File: src/core/output_sync_pkg.sv
// Constants and types shared by the output synchronisation parameter block.
package output_sync_pkg;

  // Register indices; the byte address on the bus is four times the index.
  localparam logic [7:0] IDX_ENTRY_COUNT = 8'h00;
  localparam logic [7:0] IDX_MODE_SELECT = 8'h01;
  localparam logic [7:0] IDX_CYCLE_PERIOD = 8'h02;
  localparam logic [7:0] IDX_PULSE_SHIFT = 8'h03;
  localparam logic [7:0] IDX_SUPPORTED = 8'h04;
  localparam logic [7:0] IDX_MIN_CYCLE = 8'h05;
  localparam logic [7:0] IDX_MIN_GAP = 8'h06;
  localparam logic [7:0] IDX_MEASURE_CMD = 8'h08;
  localparam logic [7:0] IDX_SECOND_DELAY = 8'h09;
  localparam logic [7:0] IDX_MISSED_COUNT = 8'h0b;
  localparam logic [7:0] IDX_OVERRUN_COUNT = 8'h0c;
  localparam logic [7:0] IDX_GAP_SHORT_COUNT = 8'h0d;
  localparam logic [7:0] IDX_LATE_FLAG = 8'h20;
  localparam logic [7:0] IDX_IRQ_STATUS = 8'h21;
  localparam logic [7:0] IDX_IRQ_MASK = 8'h22;

  // Reset values.
  localparam logic [7:0] RST_ENTRY_COUNT = 8'h20;
  localparam logic [15:0] RST_MODE_SELECT = 16'h0001;
  localparam logic [31:0] RST_CYCLE_PERIOD = 32'h0007_a120;
  localparam logic [31:0] RST_PULSE_SHIFT = 32'h0000_0000;
  localparam logic [15:0] RST_SUPPORTED = 16'hc007;
  localparam logic [31:0] RST_MIN_CYCLE = 32'h0000_4e20;
  localparam logic [31:0] RST_MIN_GAP = 32'h0000_0000;
  localparam logic [15:0] RST_MEASURE_CMD = 16'h0000;
  localparam logic [31:0] RST_SECOND_DELAY = 32'h0000_0000;
  localparam logic [15:0] RST_ERR_COUNT = 16'h0000;
  localparam logic [3:0] RST_IRQ = 4'h0;

  // Field positions.
  localparam int CMD_MEASURE_BIT = 0;
  localparam int IRQ_MISSED_BIT = 0;
  localparam int IRQ_OVERRUN_BIT = 1;
  localparam int IRQ_GAP_SHORT_BIT = 2;
  localparam int IRQ_LATE_BIT = 3;

  // Timing: one clock period in nanoseconds, the step of every time counter.
  localparam int CLK_PERIOD_NS = 40;
  localparam logic [31:0] NS_PER_CYCLE = 32'(CLK_PERIOD_NS);

  // Synchronisation modes.
  typedef enum logic [1:0] {
    MODE_FREE_RUN = 2'd0,
    MODE_BUFFER_EVENT = 2'd1,
    MODE_FIRST_PULSE = 2'd2,
    MODE_SECOND_PULSE = 2'd3
  } sync_mode_e;

  // Measurement sequencer states, Gray coded along idle, clear, run.
  typedef enum logic [1:0] {
    MEAS_IDLE = 2'b00,
    MEAS_CLEAR = 2'b01,
    MEAS_RUN = 2'b11
  } meas_state_e;

  // Link events after synchronisation, one-cycle pulses plus the state level.
  typedef struct packed {
    logic buffer_event;
    logic first_sync_pulse;
    logic second_sync_pulse;
    logic outputs_driven;
    logic operational;
  } link_events_s;

  // Measured maxima.
  typedef struct packed {
    logic [31:0] shift;
    logic [31:0] min_cycle;
    logic [31:0] min_gap;
    logic [31:0] delay;
  } meas_times_s;

endpackage

File: src/core/output_sync_parameters.sv
// Output synchronisation parameters, measurement and error counters behind APB.
`timescale 1ns/1ns
module output_sync_parameters (
  // Clock, reset and clock enable.
  input wire logic core_clk_i,
  input wire logic reset_n_i,
  input wire logic ce_i,
  // APB slave.
  input wire logic psel_i,
  input wire logic penable_i,
  input wire logic pwrite_i,
  input wire logic [9:0] paddr_i,
  input wire logic [31:0] pwdata_i,
  output logic [31:0] prdata_o,
  output logic pready_o,
  output logic pslverr_o,
  // Link events from the fieldbus side, asynchronous.
  input wire logic buffer_event_i,
  input wire logic first_sync_pulse_i,
  input wire logic second_sync_pulse_i,
  input wire logic outputs_driven_i,
  input wire logic operational_i,
  // Cycle start towards the output stage, and interrupt.
  output logic cycle_start_o,
  output logic irq_o
);
  import output_sync_pkg::*;

  localparam int NUM_PINS = 5;

  logic rst_second_sync_pulse;
  logic rst_n;
  logic [NUM_PINS-1:0] pin_raw;
  logic [NUM_PINS-1:0] pin_level;
  logic [NUM_PINS-1:0] pin_prev;
  link_events_s ev;

  logic [15:0] mode_select;
  logic [31:0] cycle_period;
  logic [15:0] measure_cmd;
  meas_state_e meas_state;
  meas_times_s meas;
  logic [15:0] missed_count;
  logic [15:0] overrun_count;
  logic [15:0] gap_short_count;
  logic late_flag;
  logic [3:0] irq_status;
  logic [3:0] irq_mask;

  logic [31:0] since_first;
  logic [31:0] since_second;
  logic [31:0] since_start;
  logic [31:0] free_timer;
  logic buffer_seen;
  logic cycle_pending;
  sync_mode_e mode;
  logic dc_mode;
  logic cycle_start;
  logic miss_ev;
  logic overrun_ev;
  logic gap_short_ev;
  logic late_ev;
  logic [3:0] irq_set;

  logic setup;
  logic wr_en;
  logic [7:0] reg_idx;
  logic [31:0] read_data;
  logic read_err;

  // Reset release through two flip-flops; assertion stays asynchronous.
  always_ff @(posedge core_clk_i or negedge reset_n_i) begin
    if (!reset_n_i) begin
      rst_second_sync_pulse <= 1'b0;
      rst_n <= 1'b0;
    end else begin
      rst_second_sync_pulse <= 1'b1;
      rst_n <= rst_second_sync_pulse;
    end
  end

  assign pin_raw = {buffer_event_i, first_sync_pulse_i, second_sync_pulse_i,
                    outputs_driven_i, operational_i};

  // Three-stage pin synchroniser; a level counts only once stages two and
  // three agree, which also rejects a single-cycle glitch.
  for (genvar i = 0; i < NUM_PINS; i++) begin : g_pin
    logic s1;
    logic s2;
    logic s3;
    always_ff @(posedge core_clk_i or negedge rst_n) begin
      if (!rst_n) begin
        s1 <= 1'b0;
        s2 <= 1'b0;
        s3 <= 1'b0;
        pin_level[i] <= 1'b0;
        pin_prev[i] <= 1'b0;
      end else if (ce_i) begin
        s1 <= pin_raw[i];
        s2 <= s1;
        s3 <= s2;
        if (s2 == s3) begin
          pin_level[i] <= s3;
        end
        pin_prev[i] <= pin_level[i];
      end
    end
  end

  // Rising edges become one-cycle event pulses; operational stays a level.
  assign ev.buffer_event = pin_level[4] & ~pin_prev[4];
  assign ev.first_sync_pulse = pin_level[3] & ~pin_prev[3];
  assign ev.second_sync_pulse = pin_level[2] & ~pin_prev[2];
  assign ev.outputs_driven = pin_level[1] & ~pin_prev[1];
  assign ev.operational = pin_level[0];

  // Values above three are stored but treated as free run.
  assign mode = (mode_select[15:2] == 14'h0000) ? sync_mode_e'(mode_select[1:0])
                                                : MODE_FREE_RUN;
  assign dc_mode = (mode == MODE_FIRST_PULSE) || (mode == MODE_SECOND_PULSE);

  // The event that starts a cycle depends on the mode.
  always_comb begin
    case (mode)
      MODE_FREE_RUN: cycle_start = (free_timer + NS_PER_CYCLE >= cycle_period);
      MODE_BUFFER_EVENT: cycle_start = ev.buffer_event;
      MODE_FIRST_PULSE: cycle_start = ev.first_sync_pulse;
      MODE_SECOND_PULSE: cycle_start = ev.second_sync_pulse;
      default: cycle_start = 1'b0;
    endcase
  end

  // Error events.
  assign miss_ev = dc_mode & ev.operational & ev.first_sync_pulse & ~buffer_seen;
  assign overrun_ev = ev.operational & cycle_start & cycle_pending;
  assign gap_short_ev = dc_mode & ev.second_sync_pulse & (since_first < meas.min_gap);
  assign late_ev = dc_mode & ev.first_sync_pulse & cycle_pending;
  assign irq_set = {late_ev, gap_short_ev, overrun_ev, miss_ev};

  // Free-run local timer, counting the cycle period in nanoseconds.
  always_ff @(posedge core_clk_i or negedge rst_n) begin
    if (!rst_n) begin
      free_timer <= 32'h0000_0000;
    end else if (ce_i) begin
      if (mode != MODE_FREE_RUN || cycle_start) begin
        free_timer <= 32'h0000_0000;
      end else begin
        free_timer <= free_timer + NS_PER_CYCLE;
      end
    end
  end

  // Elapsed-time counters; steps of 40 from 40 never meet the all-ones stop, so they wrap. An event loads
  // one period, so the value read at a later edge covers every cycle in between.
  always_ff @(posedge core_clk_i or negedge rst_n) begin
    if (!rst_n) begin
      since_first <= 32'h0000_0000;
      since_second <= 32'h0000_0000;
      since_start <= 32'h0000_0000;
    end else if (ce_i) begin
      if (ev.first_sync_pulse) begin
        since_first <= NS_PER_CYCLE;
      end else if (since_first != 32'hffff_ffff) begin
        since_first <= since_first + NS_PER_CYCLE;
      end
      if (ev.second_sync_pulse) begin
        since_second <= NS_PER_CYCLE;
      end else if (since_second != 32'hffff_ffff) begin
        since_second <= since_second + NS_PER_CYCLE;
      end
      if (cycle_start) begin
        since_start <= NS_PER_CYCLE;
      end else if (since_start != 32'hffff_ffff) begin
        since_start <= since_start + NS_PER_CYCLE;
      end
    end
  end

  // Cycle bookkeeping: pending from cycle start to output drive, and whether
  // a buffer event arrived since the last first sync pulse.
  always_ff @(posedge core_clk_i or negedge rst_n) begin
    if (!rst_n) begin
      cycle_pending <= 1'b0;
      buffer_seen <= 1'b0;
      cycle_start_o <= 1'b0;
    end else if (ce_i) begin
      cycle_start_o <= cycle_start;
      if (cycle_start) begin
        cycle_pending <= 1'b1;
      end else if (ev.outputs_driven) begin
        cycle_pending <= 1'b0;
      end
      if (ev.buffer_event) begin
        buffer_seen <= 1'b1;
      end else if (ev.first_sync_pulse) begin
        buffer_seen <= 1'b0;
      end
    end
  end

  // APB decode; the slave answers in the first access cycle.
  assign setup = psel_i & ~penable_i & ~pready_o;
  assign wr_en = psel_i & penable_i & pready_o & pwrite_i;
  assign reg_idx = paddr_i[9:2];

  // Configuration registers written by software.
  always_ff @(posedge core_clk_i or negedge rst_n) begin
    if (!rst_n) begin
      mode_select <= RST_MODE_SELECT;
      cycle_period <= RST_CYCLE_PERIOD;
      measure_cmd <= RST_MEASURE_CMD;
      irq_mask <= RST_IRQ;
    end else if (ce_i && wr_en) begin
      case (reg_idx)
        IDX_MODE_SELECT: mode_select <= pwdata_i[15:0];
        IDX_CYCLE_PERIOD: cycle_period <= pwdata_i;
        IDX_MEASURE_CMD: measure_cmd <= pwdata_i[15:0];
        IDX_IRQ_MASK: irq_mask <= pwdata_i[3:0];
        default: ;
      endcase
    end
  end

  // Measurement sequencer: a start passes through a clear cycle first.
  always_ff @(posedge core_clk_i or negedge rst_n) begin
    if (!rst_n) begin
      meas_state <= MEAS_IDLE;
    end else if (ce_i) begin
      case (meas_state)
        MEAS_IDLE: begin
          if (measure_cmd[CMD_MEASURE_BIT]) begin
            meas_state <= MEAS_CLEAR;
          end
        end
        MEAS_CLEAR: begin
          meas_state <= measure_cmd[CMD_MEASURE_BIT] ? MEAS_RUN : MEAS_IDLE;
        end
        MEAS_RUN: begin
          if (!measure_cmd[CMD_MEASURE_BIT]) begin
            meas_state <= MEAS_IDLE;
          end
        end
        default: meas_state <= MEAS_IDLE;
      endcase
    end
  end

  // Measured maxima; the minimum-cycle entry keeps its default until the
  // first measurement clears it, so software always sees a sane figure.
  always_ff @(posedge core_clk_i or negedge rst_n) begin
    if (!rst_n) begin
      meas.shift <= RST_PULSE_SHIFT;
      meas.min_cycle <= RST_MIN_CYCLE;
      meas.min_gap <= RST_MIN_GAP;
      meas.delay <= RST_SECOND_DELAY;
    end else if (ce_i) begin
      if (meas_state == MEAS_CLEAR) begin
        meas <= '0;
      end else if (meas_state == MEAS_RUN) begin
        if (ev.outputs_driven && dc_mode && since_first > meas.shift) begin
          meas.shift <= since_first;
        end
        if (ev.outputs_driven && since_start > meas.min_cycle) begin
          meas.min_cycle <= since_start;
        end
        if (ev.second_sync_pulse && dc_mode && since_first > meas.min_gap) begin
          meas.min_gap <= since_first;
        end
        if (ev.outputs_driven && dc_mode && since_second > meas.delay) begin
          meas.delay <= since_second;
        end
      end
    end
  end

  // Saturating error counters.
  always_ff @(posedge core_clk_i or negedge rst_n) begin
    if (!rst_n) begin
      missed_count <= RST_ERR_COUNT;
      overrun_count <= RST_ERR_COUNT;
      gap_short_count <= RST_ERR_COUNT;
    end else if (ce_i) begin
      if (miss_ev && missed_count != 16'hffff) begin
        missed_count <= missed_count + 16'h0001;
      end
      if (overrun_ev && overrun_count != 16'hffff) begin
        overrun_count <= overrun_count + 16'h0001;
      end
      if (gap_short_ev && gap_short_count != 16'hffff) begin
        gap_short_count <= gap_short_count + 16'h0001;
      end
    end
  end

  // Late flag: a drive clears it in the first and second pulse modes, in other modes only a drive with no cycle pending.
  always_ff @(posedge core_clk_i or negedge rst_n) begin
    if (!rst_n) begin
      late_flag <= 1'b0;
    end else if (ce_i) begin
      if (late_ev) begin
        late_flag <= 1'b1;
      end else if (ev.outputs_driven && !cycle_pending) begin
        late_flag <= 1'b0;
      end else if (ev.outputs_driven && dc_mode) begin
        late_flag <= 1'b0;
      end
    end
  end

  // Sticky interrupt status, write one to clear; a new event wins over the
  // clear so nothing arriving in the clearing cycle is lost.
  always_ff @(posedge core_clk_i or negedge rst_n) begin
    if (!rst_n) begin
      irq_status <= RST_IRQ;
      irq_o <= 1'b0;
    end else if (ce_i) begin
      if (wr_en && reg_idx == IDX_IRQ_STATUS) begin
        irq_status <= (irq_status & ~pwdata_i[3:0]) | irq_set;
      end else begin
        irq_status <= irq_status | irq_set;
      end
      irq_o <= |(irq_status & irq_mask);
    end
  end

  // Read multiplexer; narrow registers sit in the low bits.
  always_comb begin
    read_data = 32'h0000_0000;
    read_err = 1'b0;
    case (reg_idx)
      IDX_ENTRY_COUNT: read_data = {24'h00_0000, RST_ENTRY_COUNT};
      IDX_MODE_SELECT: read_data = {16'h0000, mode_select};
      IDX_CYCLE_PERIOD: read_data = cycle_period;
      IDX_PULSE_SHIFT: read_data = meas.shift;
      IDX_SUPPORTED: read_data = {16'h0000, RST_SUPPORTED};
      IDX_MIN_CYCLE: read_data = meas.min_cycle;
      IDX_MIN_GAP: read_data = meas.min_gap;
      IDX_MEASURE_CMD: read_data = {16'h0000, measure_cmd};
      IDX_SECOND_DELAY: read_data = meas.delay;
      IDX_MISSED_COUNT: read_data = {16'h0000, missed_count};
      IDX_OVERRUN_COUNT: read_data = {16'h0000, overrun_count};
      IDX_GAP_SHORT_COUNT: read_data = {16'h0000, gap_short_count};
      IDX_LATE_FLAG: read_data = {31'h0000_0000, late_flag};
      IDX_IRQ_STATUS: read_data = {28'h000_0000, irq_status};
      IDX_IRQ_MASK: read_data = {28'h000_0000, irq_mask};
      default: read_err = 1'b1;
    endcase
  end

  // APB answer: ready, data and error registered at the end of setup.
  always_ff @(posedge core_clk_i or negedge rst_n) begin
    if (!rst_n) begin
      pready_o <= 1'b0;
      pslverr_o <= 1'b0;
      prdata_o <= 32'h0000_0000;
    end else if (ce_i) begin
      if (setup) begin
        pready_o <= 1'b1;
        pslverr_o <= read_err | (paddr_i[1:0] != 2'b00);
        prdata_o <= pwrite_i ? 32'h0000_0000 : read_data;
      end else begin
        pready_o <= 1'b0;
        pslverr_o <= 1'b0;
      end
    end
  end

endmodule

File: config.mk
export PLATFORM = sky130hd
export DESIGN_NAME = output_sync_parameters
export DESIGN_NICKNAME = d
export VERILOG_FILES = /design/src/core/output_sync_pkg.sv /design/src/core/output_sync_parameters.sv
export SDC_FILE = /design/constraint.sdc
export NUM_CORES = 1
export LEC_CHECK = 0
export BUFFER_PORTS_ARGS = -buffer_cell sky130_fd_sc_hd__buf_2
export CAP_MARGIN = 20
export CORE_MARGIN = 2
export CORE_UTILIZATION = 35
export CTS_BUF_LIST = sky130_fd_sc_hd__clkbuf_4 sky130_fd_sc_hd__clkbuf_8
export DETAILED_ROUTE_END_ITERATION = 12
export PLACE_DENSITY_LB_ADDON = 0.05
export SYNTH_ARGS = -nofsm -noshare
export SYNTH_HDL_FRONTEND = slang
export SYNTH_SLANG_ARGS = --single-unit
File: constraint.sdc
create_clock -name core_clk_i -period 13.2 [get_ports core_clk_i]
set_clock_uncertainty 0.2 [all_clocks]
set_input_delay 0.66 -clock core_clk_i [delete_from_list [all_inputs] [get_ports core_clk_i]]
set_output_delay 0.66 -clock core_clk_i [all_outputs]
set_load 0.005 [all_outputs]
==> results of run 1 <==
-- sequential cells by signal, indices dropped and copies added, names as in the netlist, 2 cells and up --
register / count
meas: 120
cycle_period: 32
prdata_o: 32
free_timer: 29
since_first: 29
since_second: 29
since_start: 29
gap_short_count: 16
measure_cmd: 16
missed_count: 16
mode_select: 16
overrun_count: 16
g_pin.s1: 5
g_pin.s2: 5
g_pin.s3: 5
irq_mask: 4
irq_status: 4
pin_level: 4
pin_prev: 4
meas_state: 2
-- placed cells by master (no fill, tap or decap), types with 8 or more instances in the layout --
master	n
mux2_2	52
or2_2	8
buf_4	31
a222oi_1	18
nor2_1	131
o21ai_0	231
buf_2	88
nand3_1	61
clkbuf_4	31
or3_1	12
nor2b_1	16
and3_1	29
nor4_1	16
dfrtp_1	409
nor3_1	27
a221oi_1	17
nand4_1	76
inv_1	192
nand2b_1	14
nand2_1	286
a22o_1	73
dfstp_2	13
mux2i_1	31
xnor2_1	76
a21oi_1	82
a21o_1	25
xor2_1	56
a22oi_1	64
ha_1	152
dlygate4sd3_1	18
o2bb2ai_1	15
clkbuf_8	103
and4_1	9
and2_1	14
-- synthesized netlist by cell type (62+ instances only) --
master	instances	area share, %
nand4_1	76	2.1
dfrtp_1	410	44
inv_1	192	3.1
nand3_1	62	1.3
xnor2_1	76	2.9
ha_1	152	8.2
o21ai_0	232	5.0
nand2_1	287	4.7
a21oi_1	84	1.8
nor2_1	132	2.1
a22o_1	73	2.8
clkbuf_1	83	1.3
a22oi_1	64	2.1
-- worst max-delay path by stage --
stage / from / end / slack, ns / cells after the start
floorplan: rst_n / buffer_seen / 0.36 / 0
global placement: free_timer[4] / since_start[4] / 8.18 / 14
detailed placement: free_timer[3] / since_start[4] / 8.03 / 14
CTS: free_timer[4] / since_start[4] / 8.06 / 14
global route: free_timer[4] / since_start[4] / 7.68 / 14
finish: free_timer[4] / since_start[4] / 8.10 / 14
-- per-layer routing --
metal / vias to the layer above / part of all wire, %
met5: - / 0
met4: 0 / 3.2
met3: 103 / 4.4
met2: 417 / 46
met1: 9277 / 46
li1: 8808 / -
-- worst max-delay path: stages (launching register included) --
cell and delay (ns):
dfrtp_1 0.37, ha_1 0.25, nor2_1 0.12, nor4_2 0.72, nand3_1 0.35, nor2_1 0.21, xnor2_1 0.11, ha_1 0.33
nand4_1 0.17, nor4_1 0.38, o311ai_1 0.23, a41oi_4 0.40, or2_2 0.39, o21ai_0 0.41, a31o_1 0.34
-- repair_timing --
item                                   4_1_cts  5_1_grt
endpoints found under the hold margin       23        0
hold buffers                                18        0
setup endpoints to repair                    0        0
-- where the power goes --
part / leakage [nW] / internal [mW] / switching (mW)
clock network: 0.940 / 0.824 / 0.591
logic: 5.81 / 0.275 / 0.522
registers: 5.57 / 1.41 / 0.167
-- cells by family (layout without fill, tap and decap cells) --
family | Yosys count | in the layout | share of synthesized area, %
buffers and inverters | 298 | 477 | 4.970
DFF | 423 | 423 | 45.87
adders and majority gates | 152 | 152 | 8.229
muxes | 83 | 83 | 3.876
xor gates and xnor gates | 132 | 132 | 5.002
other | 1 | 3 | 0.01623
AOI/OAI and AO/OA | 586 | 586 | 16.57
and+or+nand+nor | 735 | 735 | 15.47
-- per-stage QoR --
step           setup slack, ns  power [mW]  area (um2)  std cells
2_1_floorplan           0.3601       2.056       23110       2410
3_3_place_gp             8.183       2.367       24520       3288
3_5_place_dp             8.027       2.390       24560       3290
4_1_cts                  8.055       3.838       26500       3452
5_1_grt                  7.679       3.991       26500       3454
6_report                 8.098       3.785       26510       3455
-- cell type report --
| cell class | instances | area [um2] | share of cell area [%] |
|---|---|---|---|
| multi-input cells | 1689 | 11420 | 43.09 |
| flip-flops and latches | 423 | 10610 | 40.01 |
| clock buffers | 134 | 1650 | 6.226 |
| well taps | 864 | 1081 | 4.078 |
| repair buffers | 140 | 912.1 | 3.441 |
| inverters | 193 | 724.4 | 2.733 |
| clock inverters | 10 | 106.4 | 0.4012 |
| diodes | 2 | 5.005 | 0.01888 |
==> results_dict.tcl, run 1 <==
set metrics [dict create \
    grt.met1_usage_pct 32.17 \
    status "completed" \
    p_per_area_nw_per_um2 142.8 \
    die_h_um 261.0 \
    post_cts_resized 0 \
    cts.clk_slew.worst_paths_ns 0.06 \
    worst_pin_slew_ns 1.066 \
    maxCapViolCount 0 \
    clkLatencyLatePin_ns 0.67 \
    yosysSeqAreaShare_pct 45.87 \
    nFillCells 6536 \
    rr_worst_depth 14 \
    synth_cell_types 74 \
    hold_viol 0 \
    reg2reg_slack_ns 8.10 \
    syn_area_um2 23110 \
    whs_ns 0.05694 \
    drtIter0Drc 1290 \
    holdPathEnd "cycle_period[30]" \
    leakage_nw 12.32 \
    cp.arrival_ns 5.44 \
    routed_via_density 5.385 \
    drive_gt1_share_pct 14.41 \
    routed_wl_um 77110 \
    postSynth.asyncResetShare_pct 100.0 \
    postCtsSetupRepairBufs 0 \
    setup_violations 0 \
    cts_buffers 81 \
    syn_to_final_growth_pct 14.69 \
    syn-num-nets 2615 \
    routabilityCongestion 0.8306 \
    ys_warn_count 0 \
    track_usage_pct 22.95 \
    grt_pass1_vias 18540 \
    rows 94 \
    dp.final_hpwl_um 55850 \
    min_period_ns 5.102 \
    synth_cells 2410 \
    max_slew_margin_pct 28.29 \
    io_buffers 88 \
    hold_class "input pin to flop" \
    core_area_um2 65510 \
    hold_start "pwdata_i[30]" \
    initial_utilization_pct 35.28 \
    final.period_utilization_pct 38.65 \
    num_vias 18610 \
    h-tree-depth 3 \
    ios 89 \
    cp_max_fo 13 \
    syn_avg_cell_area_um2 9.590 \
    vdd_drop_max_mv 0.09793 \
    slew_viol_final 0 \
    cp-start-kind "flop" \
    rsz0062_at_grt "no" \
    grt_remaining_overflow 0 \
    antenna_found_initial 1 \
    antenna_left 0 \
    cts_buffer_depth 3 \
    max_freq_ghz 0.1960 \
    synth-edff-count 0 \
    crit-reg2reg-launch "free_timer[4]" \
    dieWidth_um 261.0 \
    crit_required_ns 13.54 \
    path_class "flop to flop" \
    synth_seq_cells 423 \
    clock-sinks 423 \
    busiest_layer "met2" \
    synth_flop_cell "dfrtp_1" \
    reg2reg_to "since_start[4]" \
    cts_tree "yes" \
    end_kind "flop" \
    hold_depth 3 \
    grtUsageMet2_pct 36.38 \
    drc 0 \
    fp.dieArea_um2 68110 \
    grt_max_degree 161 \
    utilization_pct 40.46 \
    num-nets-final 2733 \
    cts_root_buf "clkbuf_8" \
    final.setup.tns_ns 0 \
    drt_first_pass_iters 8 \
    wl_per_cell_um 22.32 \
    grt_pass1_wl_um 117900 \
    gr-usage-met3_pct 3.329 \
]
Power figures use the tool's default switching activity.
==> inputs of run 2 (changes only) <==
- clock period: 13.2 -> 4.5 ns (I/O delays scaled with it)
==> run 2 against run 1 <==
  * Critical path depth up 1
  * Final area up 2.4%
  * Sequential share of layout area down 0.92 points
  * Utilization up 0.96 points
  * Flip-flop and latch count unchanged
  * Largest power group unchanged
  * Combinational power rose to 3.2 times the previous value
  * Final cell count up 1.8%
  * Global-route usage up 0.74 points
==> results_dict.tcl, run 2 (synthesis results as in run 1) <==
set metrics [dict create \
    hold_viol 0 \
    cts_buffer_depth 3 \
    routed_via_density 5.386 \
    crit-reg2reg-launch "free_timer[4]" \
    largest_reg_flops 120 \
    dieWidth_um 261.0 \
    maxCapViolCount 0 \
    slowest_delay_ns 0.46 \
    final.period_utilization_pct 92.39 \
    leakage_nw 12.62 \
    place_ws_ns -0.002470 \
    reg_top3 "meas: 120 flops, cycle_period: 32 flops, prdata_o: 32 flops" \
    initial_utilization_pct 35.28 \
    cts.clk_slew.worst_paths_ns 0.06 \
    setup_ws_ns 0.3424 \
    end_kind "flop" \
    wl_per_cell_um 22.64 \
    setup_violations 0 \
    h-tree-depth 3 \
    worst_pin_slew_ns 0.8864 \
    rows 94 \
    antenna_left 0 \
    grt_max_degree 95 \
    min_period_ns 4.158 \
    crit_slowest_cell "nor2_4" \
    p_comb_share_pct 22.9 \
    slew_viol_final 0 \
    p_per_area_nw_per_um2 414.2 \
    power_mw 11.24 \
    max_freq_ghz 0.2405 \
    crit_required_ns 4.84 \
    num-nets-final 2799 \
    antenna_found_initial 1 \
    final.setup.tns_ns 0 \
    power_frac_clock_pct 36.7 \
    path_class "flop to flop" \
    cts_root_buf "clkbuf_8" \
    crit_chain "ha_1, nor2_1, nor4_4, nand2_1, nor2_1, nand3_1, xnor2_1, ha_1, a211oi_1, o22ai_1, a211o_1, nor2_4, nor3_4, buf_12, a2111oi_0" \
    die_h_um 261.0 \
    hold_start "psel_i" \
    cp.arrival_ns 4.50 \
    dp.final_hpwl_um 57820 \
    reg2reg_slack_ns 0.34 \
    cts_buffers 82 \
    fp.dieArea_um2 68110 \
    clkLatencyLatePin_ns 0.69 \
    drtIter0Drc 1533 \
    drive_gt1_share_pct 15.35 \
    cp_max_fo 29 \
    grt_pass1_wl_um 121100 \
    switching_share_pct 34.51 \
    status "completed" \
    cp-start-kind "flop" \
    routed_wl_um 79630 \
    grt_remaining_overflow 0 \
    seqPwrFrac_pct 40.4 \
    drc 0 \
    switchingPower_mw 3.878 \
    vdd_drop_max_mv 0.2708 \
    io_buffers 88 \
    clock-sinks 423 \
    final_cell_mix "409 x dfrtp_1, 286 x nand2_1, 231 x o21ai_0" \
    rsz0062_at_grt "no" \
    num_vias 18940 \
    routabilityCongestion 0.8785 \
    final_common_cell "dfrtp_1" \
    track_usage_pct 23.69 \
    drt_first_pass_iters 5 \
    cts_tree "yes" \
    ios 89 \
    core_area_um2 65510 \
    syn_to_final_growth_pct 17.39 \
    hold_class "input pin to flop" \
    regMostFlops "meas" \
    crit_start "free_timer[4]" \
    postCtsSetupRepairBufs 0 \
    internal-power_mw 7.360 \
    max_slew_margin_pct 40.36 \
    grt_pass1_vias 18850 \
]
-- run 2: cell count changes in the layout (fill, tap and decap cells not counted), moves of 2 or more --
cell	delta
dlygate4sd3_1	+31
buf_4	+29
buf_12	+6
clkbuf_4	-5
clkinvlp_4	+3
clkinv_2	-2
nor3_2	+2
-- run 2: critical path, delay by kind of cell, from the launching register on --
family,cells,cell delay [ns]
and+or+nand+nor,7,1.51
AOI/OAI and AO/OA,4,0.96
adders and majority gates,2,0.52
DFF,1,0.38
xor gates and xnor gates,1,0.23
buffers and inverters,1,0.18
-- run 2: what timing repair did --
item	in CTS	in global routing
hold buffers	49	0
pin swaps	0	2
hold endpoints to repair	95	0
endpoints found under the setup margin	2	53
resized for setup	2	5
-- run 2: final cells by class --
class,count,area [um2]
Tap cell,864,1081
Multi-Input combinational cell,1689,11460
Antenna cell,2,5.005
Clock buffer,130,1627
Inverter,193,724.4
Sequential cell,423,10610
Timing Repair Buffer,205,1536
Clock inverter,11,97.59
Fill cell,6456,38380
-- run 2: power by group through the flow --
stage / logic, mW / registers (mW) / clock network (mW)
floorplan: 1.54 / 4.49 / 0
global placement: 2.51 / 4.60 / 0
detailed placement: 2.54 / 4.61 / 0
CTS: 2.59 / 4.54 / 4.26
global route: 2.86 / 4.58 / 4.42
finish: 2.58 / 4.54 / 4.12
-- run 2: final timing paths --
path | end | depth (start not counted)
worst min register to register | rst_n | 0
worst max-delay path | since_start[6] | 15
max in group asynchronous | meas[69] | 1
worst max register to register | since_start[6] | 15
min in group asynchronous | meas[86] | 0
worst min-delay path | pready_o | 4
-- run 2: metal layers --
layer  GRT usage [%]  share of wire (%)  up-vias  routed length (um)
met1           33.15                 47     9439               37380
met5               0                  0        -                   0
met4           7.181                3.0        0                2370
met2           38.25                 46      429               36710
met3           3.165                4.0      129                3163
li1                -                  -     8945                   -
-- run 2: per-stage QoR --
step / area [um2] / hold slack, ns / cells / util [%]
after floorplan: 23120 / -0.2706 / 2410 / -
after global placement: 24830 / -0.1878 / 3321 / 37.89
after detailed placement: 24850 / -0.1869 / 3324 / 37.94
after CTS: 27070 / 0.02489 / 3514 / 41.33
after global routing: 27130 / 0.05916 / 3517 / 41.42
final: 27130 / 0.07135 / 3517 / 41.42
==> inputs of run 3 (changes only) <==
- clock period: 4.5 -> 5.4 ns (I/O delays scaled with it)
==> run 3 against run 2 <==
  * Worst hold slack got worse by 0.024 ns
  * Clock-buffer cell count unchanged
  * Global-route usage down 0.27 points
  * Critical path type unchanged
  * Critical endpoint unchanged
  * Largest power group unchanged
==> results_dict.tcl, run 3 (synthesis results as in run 1) <==
set metrics [dict create \
    grt_max_degree 158 \
    postLayoutCellArea_um2 26860 \
    routed_wl_um 78820 \
    num-nets-final 2765 \
    maxCapViolCount 0 \
    hold_viol 0 \
    path_class "flop to flop" \
    rsz0062_at_grt "no" \
    final.period_utilization_pct 88.75 \
    worst_pin_slew_ns 1.095 \
    h-tree-depth 3 \
    leakage_nw 12.48 \
    antenna_left 0 \
    postPlaceCellArea_um2 24580 \
    cts_tree "yes" \
    postCtsSetupRepairBufs 0 \
    cp_max_fo 29 \
    vdd_drop_max_mv 0.2678 \
    num_vias 18900 \
    post_cts_resized 0 \
    placed_cells 3295 \
    min_period_ns 4.792 \
    syn_to_final_growth_pct 16.24 \
    io_buffers 88 \
    core_area_um2 65510 \
    track_usage_pct 23.42 \
    wl_per_cell_um 22.59 \
    final.setup.tns_ns 0 \
    cts.clk_slew.worst_paths_ns 0.06 \
    drt_first_pass_iters 7 \
    fp.dieArea_um2 68110 \
    regMostFlops "meas" \
    p_per_area_nw_per_um2 350.5 \
    dieWidth_um 261.0 \
    initial_utilization_pct 35.28 \
    ios 89 \
    drive_gt1_share_pct 14.55 \
    rows 94 \
    setup_violations 0 \
    die_h_um 261.0 \
    setup_ws_ns 0.6076 \
    cts_root_buf "clkbuf_8" \
    hold_class "input pin to flop" \
    cp.arrival_ns 5.11 \
    hold_depth 4 \
    status "completed" \
    cts_buffer_depth 3 \
    crit-reg2reg-launch "free_timer[4]" \
    final_common_cell "dfrtp_1" \
    grt_pass1_vias 18780 \
    utilization_pct 41.01 \
    final_cell_mix "409 x dfrtp_1, 286 x nand2_1, 231 x o21ai_0" \
    reg_top3 "meas: 120 flops, cycle_period: 32 flops, prdata_o: 32 flops" \
    slew_viol_final 0 \
    cts_buffers 82 \
    final_cells 3490 \
    rr_worst_depth 16 \
    drc 0 \
    reg2reg_to "since_start[6]" \
    reg2reg_slack_ns 0.61 \
    cp-start-kind "flop" \
    clock-sinks 423 \
    crit_required_ns 5.72 \
    max_slew_margin_pct 26.47 \
    max_freq_ghz 0.2087 \
    holdPathEnd "pready_o" \
    whs_ns 0.04781 \
    drtIter0Drc 1480 \
    power_mw 9.416 \
    routed_via_density 5.414 \
    grt_remaining_overflow 0 \
    largest_reg_flops 120 \
    hold_start "psel_i" \
    clkLatencyLatePin_ns 0.69 \
    antenna_found_initial 3 \
    routabilityCongestion 0.8635 \
    dp.final_hpwl_um 56960 \
    grt_pass1_wl_um 120100 \
    place_ws_ns 0.6617 \
    end_kind "flop" \
]
-- run 3: cell count changes in the layout (fill, tap and decap cells not counted), sizes merged --
cell	previous run	this run
bufinv	1	4
clkinv	5	12
inv	194	195
diode	2	1
clkinvlp	4	1
buf	156	126
dlygate4sd3	49	45
-- run 3: how the worst max path moves through the flow --
stage | slack, ns | start | depth (start not counted) | end
after floorplan | 1.06 | rst_n | 0 | buffer_seen
after global placement | 0.80 | free_timer[4] | 16 | since_start[6]
after detailed placement | 0.66 | free_timer[4] | 16 | since_start[6]
final | 0.61 | free_timer[4] | 16 | since_start[6]
after global routing | 0.10 | free_timer[4] | 16 | since_start[6]
after CTS | 0.56 | free_timer[4] | 16 | since_start[6]
-- run 3: routing by layer --
metal / part of all wire, % / global-route usage (%) / vias up
li1: - / - / 8892
met3: 3.7 / 2.962 / 104
met5: 0 / 0 / -
met1: 47 / 32.88 / 9466
met2: 47 / 37.84 / 434
met4: 2.7 / 6.976 / 0
-- run 3: cell type report --
type                    instances  area [um2]
diodes                          1       2.502
flip-flops and latches        423       10610
well taps                     864        1081
inverters                     193       724.4
clock buffers                 130        1602
clock inverters                19       234.0
repair buffers                171        1191
fillers                      6529       38650
multi-input cells            1689       11420
-- run 3: power by group --
part	internal (mW)	switching (mW)
clock	2.09	1.51
sequential	3.44	0.423
combinational	0.679	1.28
-- run 3: worst max-delay path: stages, from the launching register on --
cell	delay [ns]
dfrtp_1	0.37
ha_1	0.24
nor2_1	0.11
nor4_2	0.27
buf_4	0.20
nand2_1	0.10
nor2_1	0.32
nand3_1	0.15
xnor2_1	0.22
ha_1	0.28
a211oi_1	0.23
o22ai_1	0.12
a211o_1	0.37
nor2_2	0.73
nor3_4	0.06
buf_4	0.27
a2111oi_0	0.37
-- run 3: repair_timing --
action | 4_1_cts | 5_1_grt
hold buffers | 45 | 0
hold endpoints to repair | 101 | 0
endpoints found under the setup margin | 0 | 0
